==> src/rtl/indicator_params.svh <==
`ifndef INDICATOR_PARAMS_SVH
`define INDICATOR_PARAMS_SVH

// register offsets
`define ADDR_SOURCE_SEL 5'h18
`define ADDR_POL_OVERRIDE 5'h19
`define ADDR_BLINK_STRETCH 5'h1a

// reset values and writable masks
`define SOURCE_SEL_RESET 16'h6000
`define POL_OVERRIDE_RESET 16'h4444
`define POL_OVERRIDE_WMASK 16'h7777
`define BLINK_STRETCH_RESET 3'h2
`define BLINK_STRETCH_WMASK 16'h0007

// field positions, per output nibble of the override register; bypass bit of the blink/stretch register
`define FORCE_EN_BIT 0
`define FORCE_VAL_BIT 1
`define POLARITY_BIT 2
`define BYPASS_BIT 2

// timing
`define CLK_PERIOD_NS 100
`define MS_NS 1000000
`define MS_CYCLES (`MS_NS / `CLK_PERIOD_NS)
`define BLINK_MS_20HZ 10'h032
`define BLINK_MS_10HZ 10'h064
`define BLINK_MS_5HZ 10'h0c8
`define BLINK_MS_2HZ 10'h1f4

// source select codes
`define SRC_LINK 4'h0
`define SRC_ACT 4'h1
`define SRC_TX 4'h2
`define SRC_RX 4'h3
`define SRC_COL 4'h4
`define SRC_1000 4'h5
`define SRC_100 4'h6
`define SRC_10 4'h7
`define SRC_10_100 4'h8
`define SRC_100_1000 4'h9
`define SRC_FDX 4'ha
`define SRC_LINK_BLINK 4'hb
`define SRC_ERR 4'hd
`define SRC_RX_ERR 4'he

`endif

==> src/rtl/indicator_pkg.sv <==
package indicator_pkg;

    typedef logic [9:0] ms_count_t;

    typedef struct packed {
        ms_count_t cnt;
        logic level;
    } stretch_s;

    typedef struct packed {
        logic [15:0] sel;
        logic [15:0] cfg2;
        logic [2:0] cfg3;
        logic [15:0] rdata;
        logic [3:0] strap_s1;
        logic [3:0] strap_s2;
        logic [1:0] strap_cnt;
        logic [13:0] ms_cnt;
        logic ms_tick;
        ms_count_t blink_cnt;
        logic blink;
        logic [3:0] pins;
    } ctl_s;

endpackage

==> src/rtl/event_stretcher.sv <==
`timescale 1ns/1ns
`include "indicator_params.svh"

module event_stretcher
    import indicator_pkg::*;
(
    // clock and reset
    input wire logic clock_i,
    input wire logic rst_i,
    // event and timing
    input wire logic event_i,
    input wire logic ms_tick_i,
    input wire ms_count_t hold_ms_i,
    input wire logic bypass_i,
    // stretched level
    output logic level_o
);

    stretch_s q;
    stretch_s d;

    // hold each event for one blink period unless bypassed
    always_comb begin
        d = q;
        if (event_i) begin
            d.cnt = hold_ms_i;
        end else if (ms_tick_i && q.cnt != '0) begin
            d.cnt = q.cnt - 10'h001;
        end
        d.level = bypass_i ? event_i : (event_i | (q.cnt != '0));
    end

    always_ff @(posedge clock_i or posedge rst_i) begin
        if (rst_i) begin
            q <= '0;
        end else begin
            q <= d;
        end
    end

    assign level_o = q.level;

endmodule // event_stretcher

==> src/rtl/status_indicator_output_control.sv <==
// How it works
// aux output polarity bit 14: 0 active low, 1 active high; reset 1 or strap.
// aux force enable bit 12 drives aux output with value bit 13.
// output two polarity bit 10: 0 active low, 1 active high; reset 1 or strap.
// output two force enable bit 8 drives it with value bit 9.
// output one polarity bit 6: 0 active low, 1 active high; reset 1 or strap.
// output one force enable bit 4 drives it with value bit 5.
// output zero polarity bit 2: 0 active low, 1 active high; reset 1 or strap.
// output zero force enable bit 0 drives it with value bit 1.
// blink rate field: 50, 100, 200 or 500 ms period; resets to 10b.
// stretch bypass bit shows events unstretched; reset 0 stretches them.
// four-bit source select per output; aux uses output zero encoding.
// code b shows copper link, blinking at blink rate on activity.
// polarity applies to normal and forced level; events held one blink period.
// reserved bits read zero; writes to them ignored.
`timescale 1ns/1ns
`include "indicator_params.svh"

module status_indicator_output_control
    import indicator_pkg::*;
#(
    parameter int MS_CYCLES = `MS_CYCLES
)
(
    // clock and reset
    input wire logic clock_i,
    input wire logic rst_i,
    // register port
    input wire logic [4:0] addr_i,
    input wire logic [15:0] wdata_i,
    input wire logic wr_i,
    input wire logic rd_i,
    output logic [15:0] rdata_o,
    // polarity straps: zero, one, two, aux
    input wire logic [3:0] strap_polarity_i,
    // status from the link core
    input wire logic link_up_i,
    input wire logic copper_i,
    input wire logic speed_1000_i,
    input wire logic speed_100_i,
    input wire logic speed_10_i,
    input wire logic full_duplex_i,
    input wire logic tx_active_i,
    input wire logic rx_active_i,
    input wire logic collision_i,
    input wire logic tx_error_i,
    input wire logic rx_error_i,
    // indicator pins
    output logic indicator_zero_out_o,
    output logic indicator_one_out_o,
    output logic indicator_two_out_o,
    output logic aux_indicator_out_o
);

    ctl_s q;
    ctl_s d;
    ms_count_t period_ms;
    logic [5:0] events;
    logic [5:0] held;

    // blink period from the rate field
    always_comb begin
        case (q.cfg3[1:0])
            2'h0: period_ms = `BLINK_MS_20HZ;
            2'h1: period_ms = `BLINK_MS_10HZ;
            2'h2: period_ms = `BLINK_MS_5HZ;
            default: period_ms = `BLINK_MS_2HZ;
        endcase
    end

    // event stretching
    assign events = {rx_error_i, rx_error_i | tx_error_i, collision_i,
                     rx_active_i, tx_active_i, rx_active_i | tx_active_i};

    genvar gi;
    generate
        for (gi = 0; gi < 6; gi++) begin : g_stretch
            event_stretcher u_stretch (
                .clock_i(clock_i),
                .rst_i(rst_i),
                .event_i(events[gi]),
                .ms_tick_i(q.ms_tick),
                .hold_ms_i(period_ms),
                .bypass_i(q.cfg3[`BYPASS_BIT]),
                .level_o(held[gi])
            );
        end
    endgenerate

    // normal level for a source code
    function automatic logic source_level(input logic [3:0] code, input logic [5:0] ev, input logic blink);
        logic lvl;
        lvl = 1'b0;
        case (code)
            `SRC_LINK: lvl = link_up_i;
            `SRC_ACT: lvl = ev[0];
            `SRC_TX: lvl = ev[1];
            `SRC_RX: lvl = ev[2];
            `SRC_COL: lvl = ev[3];
            `SRC_1000: lvl = link_up_i & speed_1000_i;
            `SRC_100: lvl = link_up_i & speed_100_i;
            `SRC_10: lvl = link_up_i & speed_10_i;
            `SRC_10_100: lvl = link_up_i & (speed_10_i | speed_100_i);
            `SRC_100_1000: lvl = link_up_i & (speed_100_i | speed_1000_i);
            `SRC_FDX: lvl = full_duplex_i;
            `SRC_LINK_BLINK: lvl = link_up_i & copper_i & ~(ev[0] & blink);
            `SRC_ERR: lvl = ev[4];
            `SRC_RX_ERR: lvl = ev[5];
            default: lvl = 1'b0;
        endcase
        return lvl;
    endfunction

    always_comb begin
        logic [3:0] nib;
        logic lvl;
        d = q;
        nib = 4'h0;
        lvl = 1'b0;

        // strap sampling after reset release
        d.strap_s1 = strap_polarity_i;
        d.strap_s2 = q.strap_s1;
        if (q.strap_cnt != 2'h3) begin
            d.strap_cnt = q.strap_cnt + 2'h1;
        end
        if (q.strap_cnt == 2'h2) begin
            for (int i = 0; i < 4; i++) begin
                d.cfg2[4 * i + `POLARITY_BIT] = q.strap_s2[i];
            end
        end

        // register writes
        if (wr_i) begin
            case (addr_i)
                `ADDR_SOURCE_SEL: d.sel = wdata_i;
                `ADDR_POL_OVERRIDE: d.cfg2 = wdata_i & `POL_OVERRIDE_WMASK;
                `ADDR_BLINK_STRETCH: d.cfg3 = wdata_i[2:0];
                default: d.sel = q.sel;
            endcase
        end

        // register reads, data valid the next cycle only
        d.rdata = 16'h0000;
        if (rd_i) begin
            case (addr_i)
                `ADDR_SOURCE_SEL: d.rdata = q.sel;
                `ADDR_POL_OVERRIDE: d.rdata = q.cfg2 & `POL_OVERRIDE_WMASK;
                `ADDR_BLINK_STRETCH: d.rdata = {13'h0000, q.cfg3};
                default: d.rdata = 16'h0000;
            endcase
        end

        // millisecond tick
        d.ms_tick = 1'b0;
        if (q.ms_cnt == 14'(MS_CYCLES - 1)) begin
            d.ms_cnt = 14'h0000;
            d.ms_tick = 1'b1;
        end else begin
            d.ms_cnt = q.ms_cnt + 14'h0001;
        end

        // blink phase toggles each half period
        if (q.ms_tick) begin
            if (q.blink_cnt >= (period_ms >> 1) - 10'h001) begin
                d.blink_cnt = 10'h000;
                d.blink = ~q.blink;
            end else begin
                d.blink_cnt = q.blink_cnt + 10'h001;
            end
        end

        // pin levels: force overrides source, polarity applies to both
        for (int i = 0; i < 4; i++) begin
            nib = q.cfg2[4 * i +: 4];
            lvl = source_level(q.sel[4 * (i == 3 ? 3 : i) +: 4], held, q.blink);
            if (nib[`FORCE_EN_BIT]) begin
                lvl = nib[`FORCE_VAL_BIT];
            end
            d.pins[i] = lvl ~^ nib[`POLARITY_BIT];
        end
    end

    always_ff @(posedge clock_i or posedge rst_i) begin
        if (rst_i) begin
            q <= '0;
            q.sel <= `SOURCE_SEL_RESET;
            q.cfg2 <= `POL_OVERRIDE_RESET;
            q.cfg3 <= `BLINK_STRETCH_RESET;
        end else begin
            q <= d;
        end
    end

    assign rdata_o = q.rdata;
    assign indicator_zero_out_o = q.pins[0];
    assign indicator_one_out_o = q.pins[1];
    assign indicator_two_out_o = q.pins[2];
    assign aux_indicator_out_o = q.pins[3];

    // checks
    a_aux_force: assert property (@(posedge clock_i) disable iff (rst_i)
        q.cfg2[12] |=> aux_indicator_out_o == ($past(q.cfg2[13]) ~^ $past(q.cfg2[14])))
        else $error("aux force value not driven");

    a_two_force: assert property (@(posedge clock_i) disable iff (rst_i)
        q.cfg2[8] |=> indicator_two_out_o == ($past(q.cfg2[9]) ~^ $past(q.cfg2[10])))
        else $error("output two force value not driven");

    a_one_force: assert property (@(posedge clock_i) disable iff (rst_i)
        q.cfg2[4] |=> indicator_one_out_o == ($past(q.cfg2[5]) ~^ $past(q.cfg2[6])))
        else $error("output one force value not driven");

    a_zero_force: assert property (@(posedge clock_i) disable iff (rst_i)
        q.cfg2[0] |=> indicator_zero_out_o == ($past(q.cfg2[1]) ~^ $past(q.cfg2[2])))
        else $error("output zero force value not driven");

    a_zero_polarity: assert property (@(posedge clock_i) disable iff (rst_i)
        (!q.cfg2[0] && q.sel[3:0] == `SRC_LINK)
        |=> indicator_zero_out_o == ($past(link_up_i) ~^ $past(q.cfg2[2])))
        else $error("output zero polarity wrong");

    a_one_polarity: assert property (@(posedge clock_i) disable iff (rst_i)
        (!q.cfg2[4] && q.sel[7:4] == `SRC_LINK)
        |=> indicator_one_out_o == ($past(link_up_i) ~^ $past(q.cfg2[6])))
        else $error("output one polarity wrong");

    a_two_polarity: assert property (@(posedge clock_i) disable iff (rst_i)
        (!q.cfg2[8] && q.sel[11:8] == `SRC_FDX)
        |=> indicator_two_out_o == ($past(full_duplex_i) ~^ $past(q.cfg2[10])))
        else $error("output two polarity wrong");

    a_aux_polarity: assert property (@(posedge clock_i) disable iff (rst_i)
        (!q.cfg2[12] && q.sel[15:12] == `SRC_100)
        |=> aux_indicator_out_o == ($past(link_up_i & speed_100_i) ~^ $past(q.cfg2[14])))
        else $error("aux polarity wrong");

    a_blink_half: assert property (@(posedge clock_i) disable iff (rst_i)
        $changed(q.blink) |-> $past(q.ms_tick) && $past(q.blink_cnt) >= ($past(period_ms) >> 1) - 10'h001)
        else $error("blink toggled off its half period");

    a_bypass_direct: assert property (@(posedge clock_i) disable iff (rst_i)
        q.cfg3[2] |=> held[3] == $past(collision_i))
        else $error("bypassed event was stretched");

    a_reserved_zero: assert property (@(posedge clock_i) disable iff (rst_i)
        (rd_i && addr_i == `ADDR_POL_OVERRIDE) |=> (rdata_o & 16'h8888) == 16'h0000)
        else $error("reserved bits read nonzero");

endmodule // status_indicator_output_control

==> config.mk <==
export PLATFORM = sky130hd
export DESIGN_NAME = status_indicator_output_control
export DESIGN_NICKNAME = d
export VERILOG_FILES = /design/src/rtl/indicator_pkg.sv /design/src/rtl/event_stretcher.sv /design/src/rtl/status_indicator_output_control.sv
export VERILOG_INCLUDE_DIRS = /design/src /design/src/rtl
export SDC_FILE = /design/constraint.sdc
export NUM_CORES = 1
export LEC_CHECK = 0
export BUFFER_PORTS_ARGS = -buffer_cell sky130_fd_sc_hd__buf_4
export CORE_MARGIN = 2
export CORE_UTILIZATION = 65
export CTS_CLUSTER_SIZE = 8
export DETAILED_ROUTE_END_ITERATION = 16
export PLACE_DENSITY_LB_ADDON = 0.2
export SYNTH_ARGS = -nofsm -noshare
export SYNTH_HDL_FRONTEND = slang
export SYNTH_SLANG_ARGS = --single-unit
==> constraint.sdc <==
create_clock -name clock_i -period 10.1 [get_ports clock_i]
set_input_delay 0.505 -clock clock_i [delete_from_list [all_inputs] [get_ports clock_i]]
set_output_delay 0.505 -clock clock_i [all_outputs]
set_load 0.005 [all_outputs]
; Yosys cells after proc, flatten, opt, wreduce, memory -nomap -nowiden
; Index checks and enable logic that the tools add are counted.
[word_totals]
reg_bits = 153
in_bits = 40
out_inout_bits = 20
wordCells = 186
[op_classes]
addsub = 10
n_lt_le_gt_ge = 1
n_eq_ne = 60
mux = 39
n_bitwise = 24
reduce_logical = 27
[ops]
columns = op, count
row1 = 10-bit 2-to-1 mux, 13
row2 = 4-bit equality test (second input constant), 24
row3 = 4-bit by 3-bit equality test with 1-bit output (second input constant), 16
row4 = 10-bit nonzero test, 6
row5 = 10-bit by 1-bit subtractor with 10-bit output (second input constant), 6
row6 = 1-bit one-hot mux with 14 select lines, 4
row7 = 16-bit one-hot mux with 3 select lines, 1
row8 = 4-bit by 2-bit equality test with 1-bit output (second input constant), 8
row9 = 9-bit one-hot mux with 3 select lines, 1
row10 = 18-bit 2-to-1 mux, 1
row11 = 4-bit by 1-bit equality test with 1-bit output (second input constant), 4
row12 = 4-bit zero test, 4
row13 = 16-bit 2-to-1 mux, 1
row14 = 5-bit equality test (second input constant), 3
row15 = 1-bit 2-to-1 mux, 15
row16 = 15-bit 2-to-1 mux, 1
row17 = 14-bit by 1-bit adder with 14-bit output (second input constant), 1
row18 = 14-bit equality test (second input constant), 1
row19 = 14-bit 2-to-1 mux, 1
row20 = 2-bit nonzero test, 6
row21 = 10-bit by 1-bit adder with 10-bit output (second input constant), 1
row22 = 10-bit greater-or-equal comparator, 1
row23 = 1-bit bitwise OR, 10
row24 = 8-bit by 1-bit subtractor with 9-bit output (second input constant), 1
row25 = other kinds (11), 31

; Depth between registers and ports, before layout
; Gate-level depths: netlist (run 1).
[logic_depth]
depth_word = 6
depth_mapped = 14
mapped_depth_nobuf = 12

; Hierarchy
; Synthesis (run 1) repeated with hierarchy kept, for this count alone.
[unflattened]
cells_unflattened = 864
hier_area_um2 = 8729.6
[modules_own_cells]
columns = module, instances, cells_each, area_each_um2, seq_area_each_um2
row1 = status_indicator_output_control, 1, 426, 4600.7, 2185.8
row2 = event_stretcher, 6, 73, 688.2, 275.3

; Worst setup path before layout (run 1)
; No wires, ideal clock.
[synth_path]
path_kind = register to register
start = register q[57] (netlist bit)
end = register q[4] (netlist bit)
setup_ps = 132
arrival_ps = 2652
required_time_ps = 9968
path_slack_ps = 7315
path_stages_with_launch = 12
path_buffers = 1
synth_period_minus_slack_ps = 2785
path_cell_list = dfstp_2 inv_1 ha_1 inv_1 ha_1 nand2b_1 a2111oi_0 o21ai_0 a311o_1 and2_1 clkbuf_1 xor2_1
[synth_between]
elab_chain_cells = 5
word_cells_on_any_way = 7
cone_classes = 1 x add/sub / 1 x order compare / 2 x eq/ne / 1 x mux / 2 x reduce/logical
[synth_rtl]
columns = element, line
row1 = "start, declared", status_indicator_output_control.sv:55  ; ctl_s q;
row2 = "2-bit equality test, or another cell as far along", status_indicator_output_control.sv:63  ; case (q.cfg3[1:0])
row3 = 9-bit one-hot mux with 3 select lines (*), status_indicator_output_control.sv:63
row4 = 8-bit by 1-bit subtractor with 9-bit output (*), status_indicator_output_control.sv:165  ; if (q.blink_cnt >= (period_ms >> 1) - 10'h001) begin
row5 = 10-bit greater-or-equal comparator (*), status_indicator_output_control.sv:165
row6 = 2-bit AND reduction (no source line) (*), --
; Mark *: on every way between the ends. The rest lies on a longest branch, timed or not.
; A chain may end at the register's enable or synchronous reset.

; Worst setup path in the final report (run 1)
; Ends and elaborated chain as after synthesis.

==> results of run 1 <==
[placed cells by master (no fill, tap or decap), types with 28 or more instances in the layout]
cell and n:
a21oi_1 40, xnor2_1 33, nand2_1 63, o21ai_0 40, nor2_1 91, dfrtp_1 146
mux2_2 31, buf_4 62, inv_1 28, mux2i_1 34, xor2_1 30
[layout make-up]
type	instances	area, µm²	share of cell area
inverters	30	118	0.0130
well taps	168	210	0.0232
flip-flops and latches	153	3840	0.423
multi-input cells	563	3810	0.421
repair buffers	62	465	0.0513
clock inverters	12	163	0.0179
clock buffers	20	457	0.0504
[state kept, by name (all words and copies together) (netlist names)]
register	flops
aux_indicator_out_o	1
indicator_two_out_o	1
d	4
q	63
indicator_zero_out_o	1
rdata_o	16
g_stretch.u_stretch.q	60
indicator_one_out_o	1
g_stretch.u_stretch.level_o	6
[kinds of logic after synthesis]
group | count (synthesis)
simple gates | 276
flops | 153
compound gates | 131
buf+inv | 84
mux | 68
xor+xnor | 63
fa+ha+maj | 25
[worst max path at each step]
stage | startpoint | end | cells past startpoint
final | q[57]$_DFFE_PP1P_ | q[4]$_DFFE_PP0P_ | 10
after floorplan | rst_i | aux_indicator_out_o$_DFF_PP0_ | 1
after global routing | q[56]$_DFFE_PP0P_ | q[4]$_DFFE_PP0P_ | 10
after detailed placement | q[57]$_DFFE_PP1P_ | q[4]$_DFFE_PP0P_ | 10
after global placement | q[57]$_DFFE_PP1P_ | q[4]$_DFFE_PP0P_ | 10
after CTS | q[57]$_DFFE_PP1P_ | q[4]$_DFFE_PP0P_ | 10
[per-layer routing]
| metal | wire [µm] | track usage |
|---|---|---|
| met3 | 950 | 0.0685 |
| met2 | 8690 | 0.453 |
| met1 | 7660 | 0.384 |
| met5 | 0 | 0 |
| met4 | 379 | 0.109 |
[where the power goes]
part / leakage [nW] / total, W / switching (W) / internal, W
sequential: 1.89 / 0.000813 / 0.000107 / 0.000706
clock: 0.298 / 0.000669 / 0.000264 / 0.000406
combinational: 1.77 / 0.000325 / 0.000171 / 0.000154
[stage by stage]
stage	cells	hold WS, ns	util	cell area (µm²)
floorplan	800	0.331	-	8040
global placement	976	0.334	0.700	8450
detailed placement	976	0.336	0.700	8450
CTS	1008	0.165	0.752	9060
global route	1008	0.161	0.752	9060
finish	1008	0.176	0.752	9060
==> flow_summary.json, run 1 <==
{
  "cts.sinks": 153,
  "clk_latency_ns": 0.43,
  "period_needed_ns": 3.09,
  "die_h_um": 115,
  "setup-violations-final": 0,
  "min_period_over_period": 0.305,
  "dp_hpwl_mm": 11.7,
  "setup-tns-final_ns": 0,
  "fillers": 798,
  "wl_per_cell_um": 17.5,
  "n_antenna_cell": 0,
  "r2r_start": "q[57]$_DFFE_PP1P_",
  "synth_common_cells": "146 x dfrtp_1, 91 x nor2_1, 63 x nand2_1, 40 x a21oi_1, 40 x o21ai_0",
  "routed_wl_mm": 17.7,
  "p_total_w": 0.00181,
  "worstSetupStartpointType": "flop",
  "arrival_ns": 3.39,
  "seq_area_frac_synth": 0.478,
  "rsz0062_at_grt": "false",
  "first_pass_iters": 5,
  "pre_cts_slack_ns": 7.07,
  "drive_above_1_share": 0.179,
  "synth_edf_count": 0,
  "grt_pass1_vias": 5863,
  "htreeDepth": 4,
  "crit_chain": "inv_1 -> ha_1 -> inv_1 -> ha_1 -> nand2b_1 -> a2111oi_0 -> o21ai_0 -> a311o_1 -> and2_1 -> xor2_1",
  "syn-instance-count": 800,
  "cts_tree": "built",
  "grt_max_degree": 81,
  "io_buffers": 59,
  "synth_compound_area_frac": 0.102,
  "clock_skew_ns": 0.00673,
  "postCtsSetupRepairBufs": 0,
  "hold_path_class": "input port to asynchronous set/reset pin",
  "run_status": "completed",
  "cts_inserted_buffers": 17,
  "power.density_nw_per_um2": 199,
  "yosysWarnings": 0,
  "gr-usage-all-layers": 0.285,
  "post_synth_num_cell_types": 56,
  "relSlewSlack": 0.254,
  "max_cap_viol_count": 0,
  "ys_async_sr_fraction": 1.00,
  "r2r_slack_ns": 7.01,
  "core_um2": 12100,
  "ctsHoldBuffers": 0,
  "cpLargestDelayFamily": "compound AO/OA/AOI/OAI gates",
  "hold_viol_final": 0,
  "place_congestion": 0.821,
  "yosysMostFrequentCell": "dfrtp_1",
  "rows": 40,
  "grt_first_pass_wirelength_mm": 29.0,
  "drt_iter0_drc": 480,
  "drc": 0,
  "synth_top_area_frac": 0.455,
  "slowest_stage": "dfstp_2",
  "crit_path_end_kind": "flop",
  "root_buffer": "clkbuf_16",
  "synth-seq-cells": 153,
  "avgSynthCellArea_um2": 10.0,
  "clock.fmax_ghz": 0.324,
  "syn_nets": 865,
  "start_util": 0.666,
  "synth_top_family_by_area": "simple AND/OR/NAND/NOR gates",
  "crit_fanout": 7,
  "fin_nets": 892,
  "critical_path_required_ns": 10.40,
  "synth_flop_cell": "dfrtp_1",
  "vdd_drop_max_mv": 0.208,
  "max_stage_delay_ns": 0.59,
  "cts_resized": 0,
  "antenna_left": 0,
  "design.portCount": 60,
  "worst-path-buf-inv": 2,
  "setup_slack_ns": 7.01,
  "worst_pin_slew_ns": 1.12,
  "die_w_um": 115,
  "synth_xor_xnor_area_share": 0.0687,
  "synthSimpleGateAreaFrac": 0.171,
  "rr_endpoint": "q[4]$_DFFE_PP0P_",
  "r2r.worst_path.cells": 10,
  "overflow": 0,
  "netlist_top_cells_area": "dfrtp_1 45%, mux2_2 4.3%, nor2_1 4.3%, mux2i_1 4.2%, ha_1 3.9%",
  "clk_pin_slew_worst_paths_ns": 0.06,
  "via_count": 5939,
  "slew_viol_final": 0,
  "synthToLayoutAreaGrowth_pct": 12.8,
  "syn_area_um2": 8040,
  "antenna_found_initial": 0,
  "dieArea_um2": 13300,
  "synthMuxAreaShare": 0.0942,
  "cts_buffer_depth": 2,
  "synth.largest_area_cell": "dfrtp_1",
  "synth_fa_ha_area_frac": 0.0389,
  "critical_path_class": "flop to flop",
  "p_leak_nw": 3.96,
  "routed_via_density": 5.89
}
No activity file was read; power rests on OpenSTA's default activity.
==> run 2, diff against run 1 <==
--- a/config.mk
+++ b/config.mk
@@ -6,9 +6,10 @@
 export SDC_FILE = /design/constraint.sdc
 export NUM_CORES = 1
 export LEC_CHECK = 0
+export ABC_AREA = 1
 export BUFFER_PORTS_ARGS = -buffer_cell sky130_fd_sc_hd__buf_4
 export CORE_MARGIN = 2
-export CORE_UTILIZATION = 65
+export CORE_UTILIZATION = 61
 export CTS_CLUSTER_SIZE = 8
 export DETAILED_ROUTE_END_ITERATION = 16
 export PLACE_DENSITY_LB_ADDON = 0.2
==> constraint.sdc (replaced) <==
create_clock -name clock_i -period 3 [get_ports clock_i]
set_input_delay 0.15 -clock clock_i [delete_from_list [all_inputs] [get_ports clock_i]]
set_output_delay 0.15 -clock clock_i [all_outputs]
set_load 0.005 [all_outputs]
==> run 2 against run 1 <==
  * Sequential share of layout area fell by 4.1 points
  * Register-to-register slack got worse by 6.7 ns
  * Wire length up 16%
  * Core utilization is 3.2 points lower
  * Largest cell class is now multi-input combinational cells
  * Power rose to 3.4 times the previous value
  * Final area up 11%
  * Critical endpoint is now q[13]$_DFFE_PP0P_
  * Critical path depth down 2
  * Worst hold slack worse by 0.17 ns
  * Die area rose by 15%
  * Count of clock-buffer cells in the layout shrank 1
  * Flip-flop and latch count did not move
==> flow_summary.json, run 2 <==
{
  "drc": 0,
  "io_buffers": 59,
  "worstSetupStartpointType": "flop",
  "p_leak_nw": 5.03,
  "power.density_nw_per_um2": 613,
  "synthToLayoutAreaGrowth_pct": 14.7,
  "synth-seq-cells": 153,
  "fillers": 1111,
  "regMostFlops": "q",
  "grt_max_degree": 117,
  "relSlewSlack": 0.510,
  "worst_pin_slew_ns": 0.735,
  "root_buffer": "clkbuf_16",
  "clock.fmax_ghz": 0.373,
  "syn_area_um2": 8740,
  "critical_path_required_ns": 3.33,
  "ys_async_sr_fraction": 1.00,
  "post_synth_num_cell_types": 45,
  "yosysWarnings": 0,
  "hold_viol_final": 0,
  "rows": 43,
  "dieArea_um2": 15300,
  "setup-violations-final": 0,
  "crit_path_end_kind": "flop",
  "clk_latency_ns": 0.43,
  "overflow": 0,
  "start_util": 0.627,
  "setup-tns-final_ns": 0,
  "place_area_um2": 9260,
  "slew_viol_final": 0,
  "crit_fanout": 10,
  "synth_common_cells": "277 x nand2_1, 153 x inv_1, 152 x nor2_1, 146 x dfrtp_1, 100 x nand3_1",
  "final_area_um2": 10000,
  "synth.largest_area_cell": "dfrtp_1",
  "clock_skew_ns": 0.00774,
  "holdPathEnd": "q[88]$_DFFE_PP1P_",
  "cts_inserted_buffers": 17,
  "layout_common_cells": "277 x nand2_1, 152 x nor2_1, 152 x inv_1, 146 x dfrtp_1, 100 x nand3_1",
  "cts_tree": "built",
  "synth_flop_cell": "dfrtp_1",
  "grt_first_pass_wirelength_mm": 34.2,
  "grt_pass1_vias": 7262,
  "p_total_w": 0.00615,
  "cts.sinks": 153,
  "netlist_top_cells_area": "dfrtp_1 42%, nand2_1 12%, inv_1 6.6%, nor2_1 6.5%, nand3_1 5.7%",
  "drive_above_1_share": 0.119,
  "design.portCount": 60,
  "layout_commonest_cell": "nand2_1",
  "dp_hpwl_mm": 14.2,
  "cts_buffer_depth": 2,
  "drt_iter0_drc": 936,
  "yosysMostFrequentCell": "nand2_1",
  "die_w_um": 124,
  "core_um2": 13900,
  "run_status": "completed",
  "critical_path_class": "flop to flop",
  "synth_edf_count": 0,
  "place_congestion": 0.879,
  "rr_endpoint": "q[13]$_DFFE_PP0P_",
  "wl_per_cell_um": 14.5,
  "seq_area_frac_synth": 0.439,
  "vdd_drop_max_mv": 0.423,
  "arrival_ns": 3.01,
  "syn-instance-count": 1165,
  "via_count": 7858,
  "first_pass_iters": 6,
  "hold_path_class": "input port to flop",
  "rsz0062_at_grt": "false",
  "r2r.worst_path.cells": 8,
  "r2r_slack_ns": 0.32,
  "period_needed_ns": 2.68,
  "n_antenna_cell": 0,
  "postCtsSetupRepairBufs": 0,
  "max_cap_viol_count": 0,
  "avgSynthCellArea_um2": 7.50,
  "hold_start": "wdata_i[13]",
  "min_period_over_period": 0.893,
  "die_h_um": 124,
  "routed_wl_mm": 20.6,
  "syn_nets": 1230,
  "synth_top_area_frac": 0.418,
  "htreeDepth": 4,
  "fin_nets": 1294,
  "gr-usage-all-layers": 0.285,
  "largest_reg_flops": 63,
  "r2r_start": "q[56]$_DFFE_PP0P_",
  "antenna_found_initial": 0,
  "routed_via_density": 5.53,
  "clk_pin_slew_worst_paths_ns": 0.06,
  "min_delay_path_depth": 3,
  "antenna_left": 0
}
[run 2: cell count changes in the layout (fill, tap and decap cells not counted), moves of 16 or more]
| cell | before | now |
|---|---|---|
| nand3_1 | 27 | 100 |
| dlygate4sd3_1 | 0 | 16 |
| o21ai_1 | 0 | 26 |
| xnor2_1 | 33 | 9 |
| mux2i_1 | 34 | 0 |
| inv_1 | 28 | 152 |
| nand2_1 | 63 | 277 |
| mux2_2 | 31 | 0 |
| nor2_1 | 91 | 152 |
| o21ai_0 | 40 | 63 |
[run 2: area by class of cell]
class                      count  area (µm²)  area share
clock inverter                13         155      0.0155
multi-input combinational    814        4080       0.407
timing repair buffer          82         668      0.0666
clock buffer                  19         453      0.0452
inverter                     161         609      0.0608
sequential                   153        3840       0.383
tap                          180         225      0.0225
[run 2: routing by layer]
metal  vias to the layer above  track usage  wire length (µm)
li1                       3867            -                 -
met4                         0       0.0966               412
met3                        46       0.0453              1380
met5                         -            0                 0
met2                       285        0.440              9530
met1                      3660        0.412              9230
[run 2: worst max-delay path by stage]
stage,startpoint,endpoint,slack [ns],depth (start not counted)
floorplan,q[56]$_DFFE_PP0P_,q[4]$_DFFE_PP0P_,0.58,11
global placement,q[56]$_DFFE_PP0P_,q[4]$_DFFE_PP0P_,0.48,9
detailed placement,q[56]$_DFFE_PP0P_,q[4]$_DFFE_PP0P_,0.33,9
CTS,q[56]$_DFFE_PP0P_,q[13]$_DFFE_PP0P_,0.33,8
global route,q[56]$_DFFE_PP0P_,q[4]$_DFFE_PP0P_,0.07,9
finish,q[56]$_DFFE_PP0P_,q[13]$_DFFE_PP0P_,0.32,8
[run 2: cell families (layout without fill, tap and decap cells)]
kind of cell,count (synthesis),in the layout,share of synthesized area
simple gates,589,589,0.289
fa+ha+maj,25,25,0.0358
compound gates,167,167,0.109
flops,153,153,0.439
xor+xnor,33,33,0.0331
buf+inv,198,275,0.0942
[run 2: through the flow]
| stage | setup slack, ns | std cells | util | hold slack [ns] |
|---|---|---|---|---|
| 6_report | 0.320 | 1422 | 0.720 | 0.00884 |
| 5_1_grt | 0.0726 | 1422 | 0.720 | 0.00936 |
| 4_1_cts | 0.327 | 1422 | 0.720 | 0.00452 |
| 3_5_place_dp | 0.326 | 1374 | 0.665 | 0.261 |
| 3_3_place_gp | 0.479 | 1374 | 0.665 | 0.259 |
| 2_1_floorplan | 0.576 | 1165 | - | 0.181 |
[run 2: critical path, cell delays in order, from the launching register on]
cell	delay [ns]
dfrtp_1	0.48
inv_1	0.14
ha_1	0.36
or2_2	0.41
xor2_1	0.19
ha_1	0.19
a211oi_1	0.26
nand2_1	0.29
a22oi_1	0.24
[run 2: power by group]
group	switching (W)	internal, W
Clock	0.000921	0.00130
Sequential	0.000252	0.00232
Combinational	0.000850	0.000509
Total	0.00202	0.00413
[run 2: repair_timing]
item,in CTS,in global routing
resized for setup,0,0
hold buffers,16,0
hold endpoints to repair,163,0
==> run 3, diff against run 2 <==
--- a/config.mk
+++ b/config.mk
@@ -8,8 +8,11 @@
 export LEC_CHECK = 0
 export ABC_AREA = 1
 export BUFFER_PORTS_ARGS = -buffer_cell sky130_fd_sc_hd__buf_4
+export CAP_MARGIN = 20
+export CELL_PAD_IN_SITES_DETAIL_PLACEMENT = 1
+export CELL_PAD_IN_SITES_GLOBAL_PLACEMENT = 1
 export CORE_MARGIN = 2
-export CORE_UTILIZATION = 61
+export CORE_UTILIZATION = 49
 export CTS_CLUSTER_SIZE = 8
 export DETAILED_ROUTE_END_ITERATION = 16
 export PLACE_DENSITY_LB_ADDON = 0.2
==> constraint.sdc (replaced) <==
create_clock -name clock_i -period 3.4 [get_ports clock_i]
set_input_delay 0.17 -clock clock_i [delete_from_list [all_inputs] [get_ports clock_i]]
set_output_delay 0.17 -clock clock_i [all_outputs]
set_load 0.005 [all_outputs]
==> run 3 against run 2 <==
  * The run now ends with negative hold slack left
  * Count of clock-buffer cells in the layout fell by 1
  * Fmax rose by 0.19%
  * Cell count rose by 2.5%
  * Largest power group unchanged
  * Wire length rose by 22%
  * Combinational power fell by 9.6%
  * Clock power fell by 9.5%
  * Sequential share of layout area rose by 0.067 points
  * Critical endpoint is now q[4]$_DFFE_PP0P_
==> flow_summary.json, run 3 (same netlist as run 2, synthesis figures left out) <==
{
  "run_status": "finished with violations",
  "violations": "negative hold slack",
  "cts_resized": 0,
  "clock.fmax_ghz": 0.374,
  "drt_iter0_drc": 462,
  "via_count": 7916,
  "critical_path_class": "flop to flop",
  "hold_path_class": "input port to asynchronous set/reset pin",
  "power.density_nw_per_um2": 551,
  "htreeDepth": 4,
  "setup-tns-final_ns": 0,
  "largest_reg_flops": 63,
  "p_total_w": 0.00552,
  "clk_pin_slew_worst_paths_ns": 0.07,
  "fin_nets": 1285,
  "fillers": 2214,
  "relSlewSlack": 0.440,
  "design.portCount": 60,
  "cts_inserted_buffers": 17,
  "wl_per_cell_um": 17.2,
  "vdd_drop_max_mv": 0.351,
  "cts_tree": "built",
  "max_stage_delay_ns": 0.48,
  "fin_util": 0.577,
  "grt_pass1_vias": 8387,
  "whs_ns": -0.0301,
  "antenna_found_initial": 0,
  "finalNonFillerCells": 1458,
  "drc": 0,
  "p_comb_frac": 0.222,
  "cts_buffer_depth": 2,
  "start_util": 0.504,
  "rsz0062_at_grt": "false",
  "first_pass_iters": 5,
  "worst_pin_slew_ns": 0.840,
  "worst-path-buf-inv": 1,
  "dp_hpwl_mm": 17.1,
  "die_h_um": 138,
  "layout_common_cells": "277 x nand2_1, 152 x nor2_1, 152 x inv_1, 146 x dfrtp_1, 100 x nand3_1",
  "p_leak_nw": 5.00,
  "period_needed_ns": 2.67,
  "worstSetupStartpointType": "flop",
  "internal_power_w": 0.00363,
  "min_period_over_period": 0.787,
  "root_buffer": "clkbuf_16",
  "crit_path_end_kind": "flop",
  "die_w_um": 138,
  "switching_share": 0.342,
  "core_um2": 17400,
  "regMostFlops": "q",
  "hold_viol_final": 45,
  "slew_viol_final": 0,
  "route.met2.wl_mm": 12.3,
  "crit_chain": "inv_1 -> ha_1 -> or2_2 -> xor2_1 -> ha_1 -> a211oi_1 -> nand2_1 -> nand3b_1 -> nand2_1",
  "p_sw_w": 0.00189,
  "clock_skew_ns": 0.00985,
  "overflow": 0,
  "synthToLayoutAreaGrowth_pct": 14.5,
  "slowest_stage": "dfrtp_1",
  "arrival_ns": 3.00,
  "rows": 48,
  "cts.sinks": 153,
  "cpLargestDelayFamily": "simple AND/OR/NAND/NOR gates",
  "dp.cells": 1417,
  "dieArea_um2": 18900,
  "drive_above_1_share": 0.119,
  "antenna_left": 0,
  "clk_latency_ns": 0.44,
  "pwr-share-clk": 0.364,
  "grt_max_degree": 154,
  "setup-violations-final": 0,
  "routed_via_density": 5.43,
  "critical_path_required_ns": 3.72,
  "top_layer_used": "met4",
  "max_cap_viol_count": 0,
  "seq_power_share": 0.413,
  "wl_met1_mm": 11.6,
  "gr-usage-all-layers": 0.284,
  "routed_wl_mm": 25.0,
  "n_antenna_cell": 0,
  "place_congestion": 0.841,
  "dr_wl_met3_um": 800,
  "postCtsSetupRepairBufs": 0,
  "grt_first_pass_wirelength_mm": 41.8,
  "layout_commonest_cell": "nand2_1",
  "io_buffers": 59,
  "crit_fanout": 10
}
## run 3: power by group through the flow
stage	clock network [W]	registers (W)	logic [W]
after floorplan	0	0.00224	0.000866
after global placement	0	0.00229	0.00114
after detailed placement	0	0.00230	0.00120
after CTS	0.00203	0.00228	0.00123
after global routing	0.00211	0.00231	0.00141
final	0.00201	0.00228	0.00123
## run 3: final cells by class
class / instances / area (µm²) / share of cell area
clock buffer: 18 / 439 / 0.0439
clock inverter: 14 / 175 / 0.0175
inverter: 161 / 609 / 0.0609
multi-input combinational: 814 / 4080 / 0.408
sequential: 153 / 3840 / 0.383
tap: 225 / 282 / 0.0281
timing repair buffer: 73 / 588 / 0.0587
## run 3: worst paths after layout
path | startpoint | to | slack, ns | depth (start not counted)
max in group asynchronous | rst_i | rdata_o[4]$_DFF_PP0_ | 2.79 | 3
worst max register to register | q[56]$_DFFE_PP0P_ | q[4]$_DFFE_PP0P_ | 0.73 | 9
worst min-delay path | rst_i | g_stretch[5].u_stretch.q[10]$_DFFE_PP0P_ | -0.03 | 3
worst max-delay path | q[56]$_DFFE_PP0P_ | q[4]$_DFFE_PP0P_ | 0.73 | 9
worst min register to register | d[32]$_DFF_PP0_ | q[32]$_DFF_PP0_ | 0.35 | 0
min in group clock_i | wdata_i[13] | q[88]$_DFFE_PP1P_ | 0 | 3
## run 3: metrics by stage
step	hold slack, ns	setup WS [ns]	instance area, µm²
3_5_place_dp	0.281	0.748	9300
2_1_floorplan	0.201	0.976	8750
5_1_grt	0.0135	0.475	10000
4_1_cts	0.000526	0.736	10000
6_report	-0.0301	0.725	10000
3_3_place_gp	0.279	0.877	9300
## run 3: what timing repair did
action,CTS,global route
endpoints found under the setup margin,0,0
hold endpoints to repair,10,0
hold buffers,8,0
## run 3: worst register-to-register path, cell delays in order, from the launching register on
cell and delay, ns:
dfrtp_1 0.48, inv_1 0.14, ha_1 0.36, or2_2 0.41, xor2_1 0.19, ha_1 0.20, a211oi_1 0.27, nand2_1 0.28
nand3b_1 0.17, nand2_1 0.07
## run 3: per-layer routing
metal | vias up | global-route usage
li1 | 3834 | -
met1 | 3929 | 0.377
met2 | 125 | 0.493
met3 | 28 | 0.0350
met4 | 0 | 0.0699
met5 | - | 0
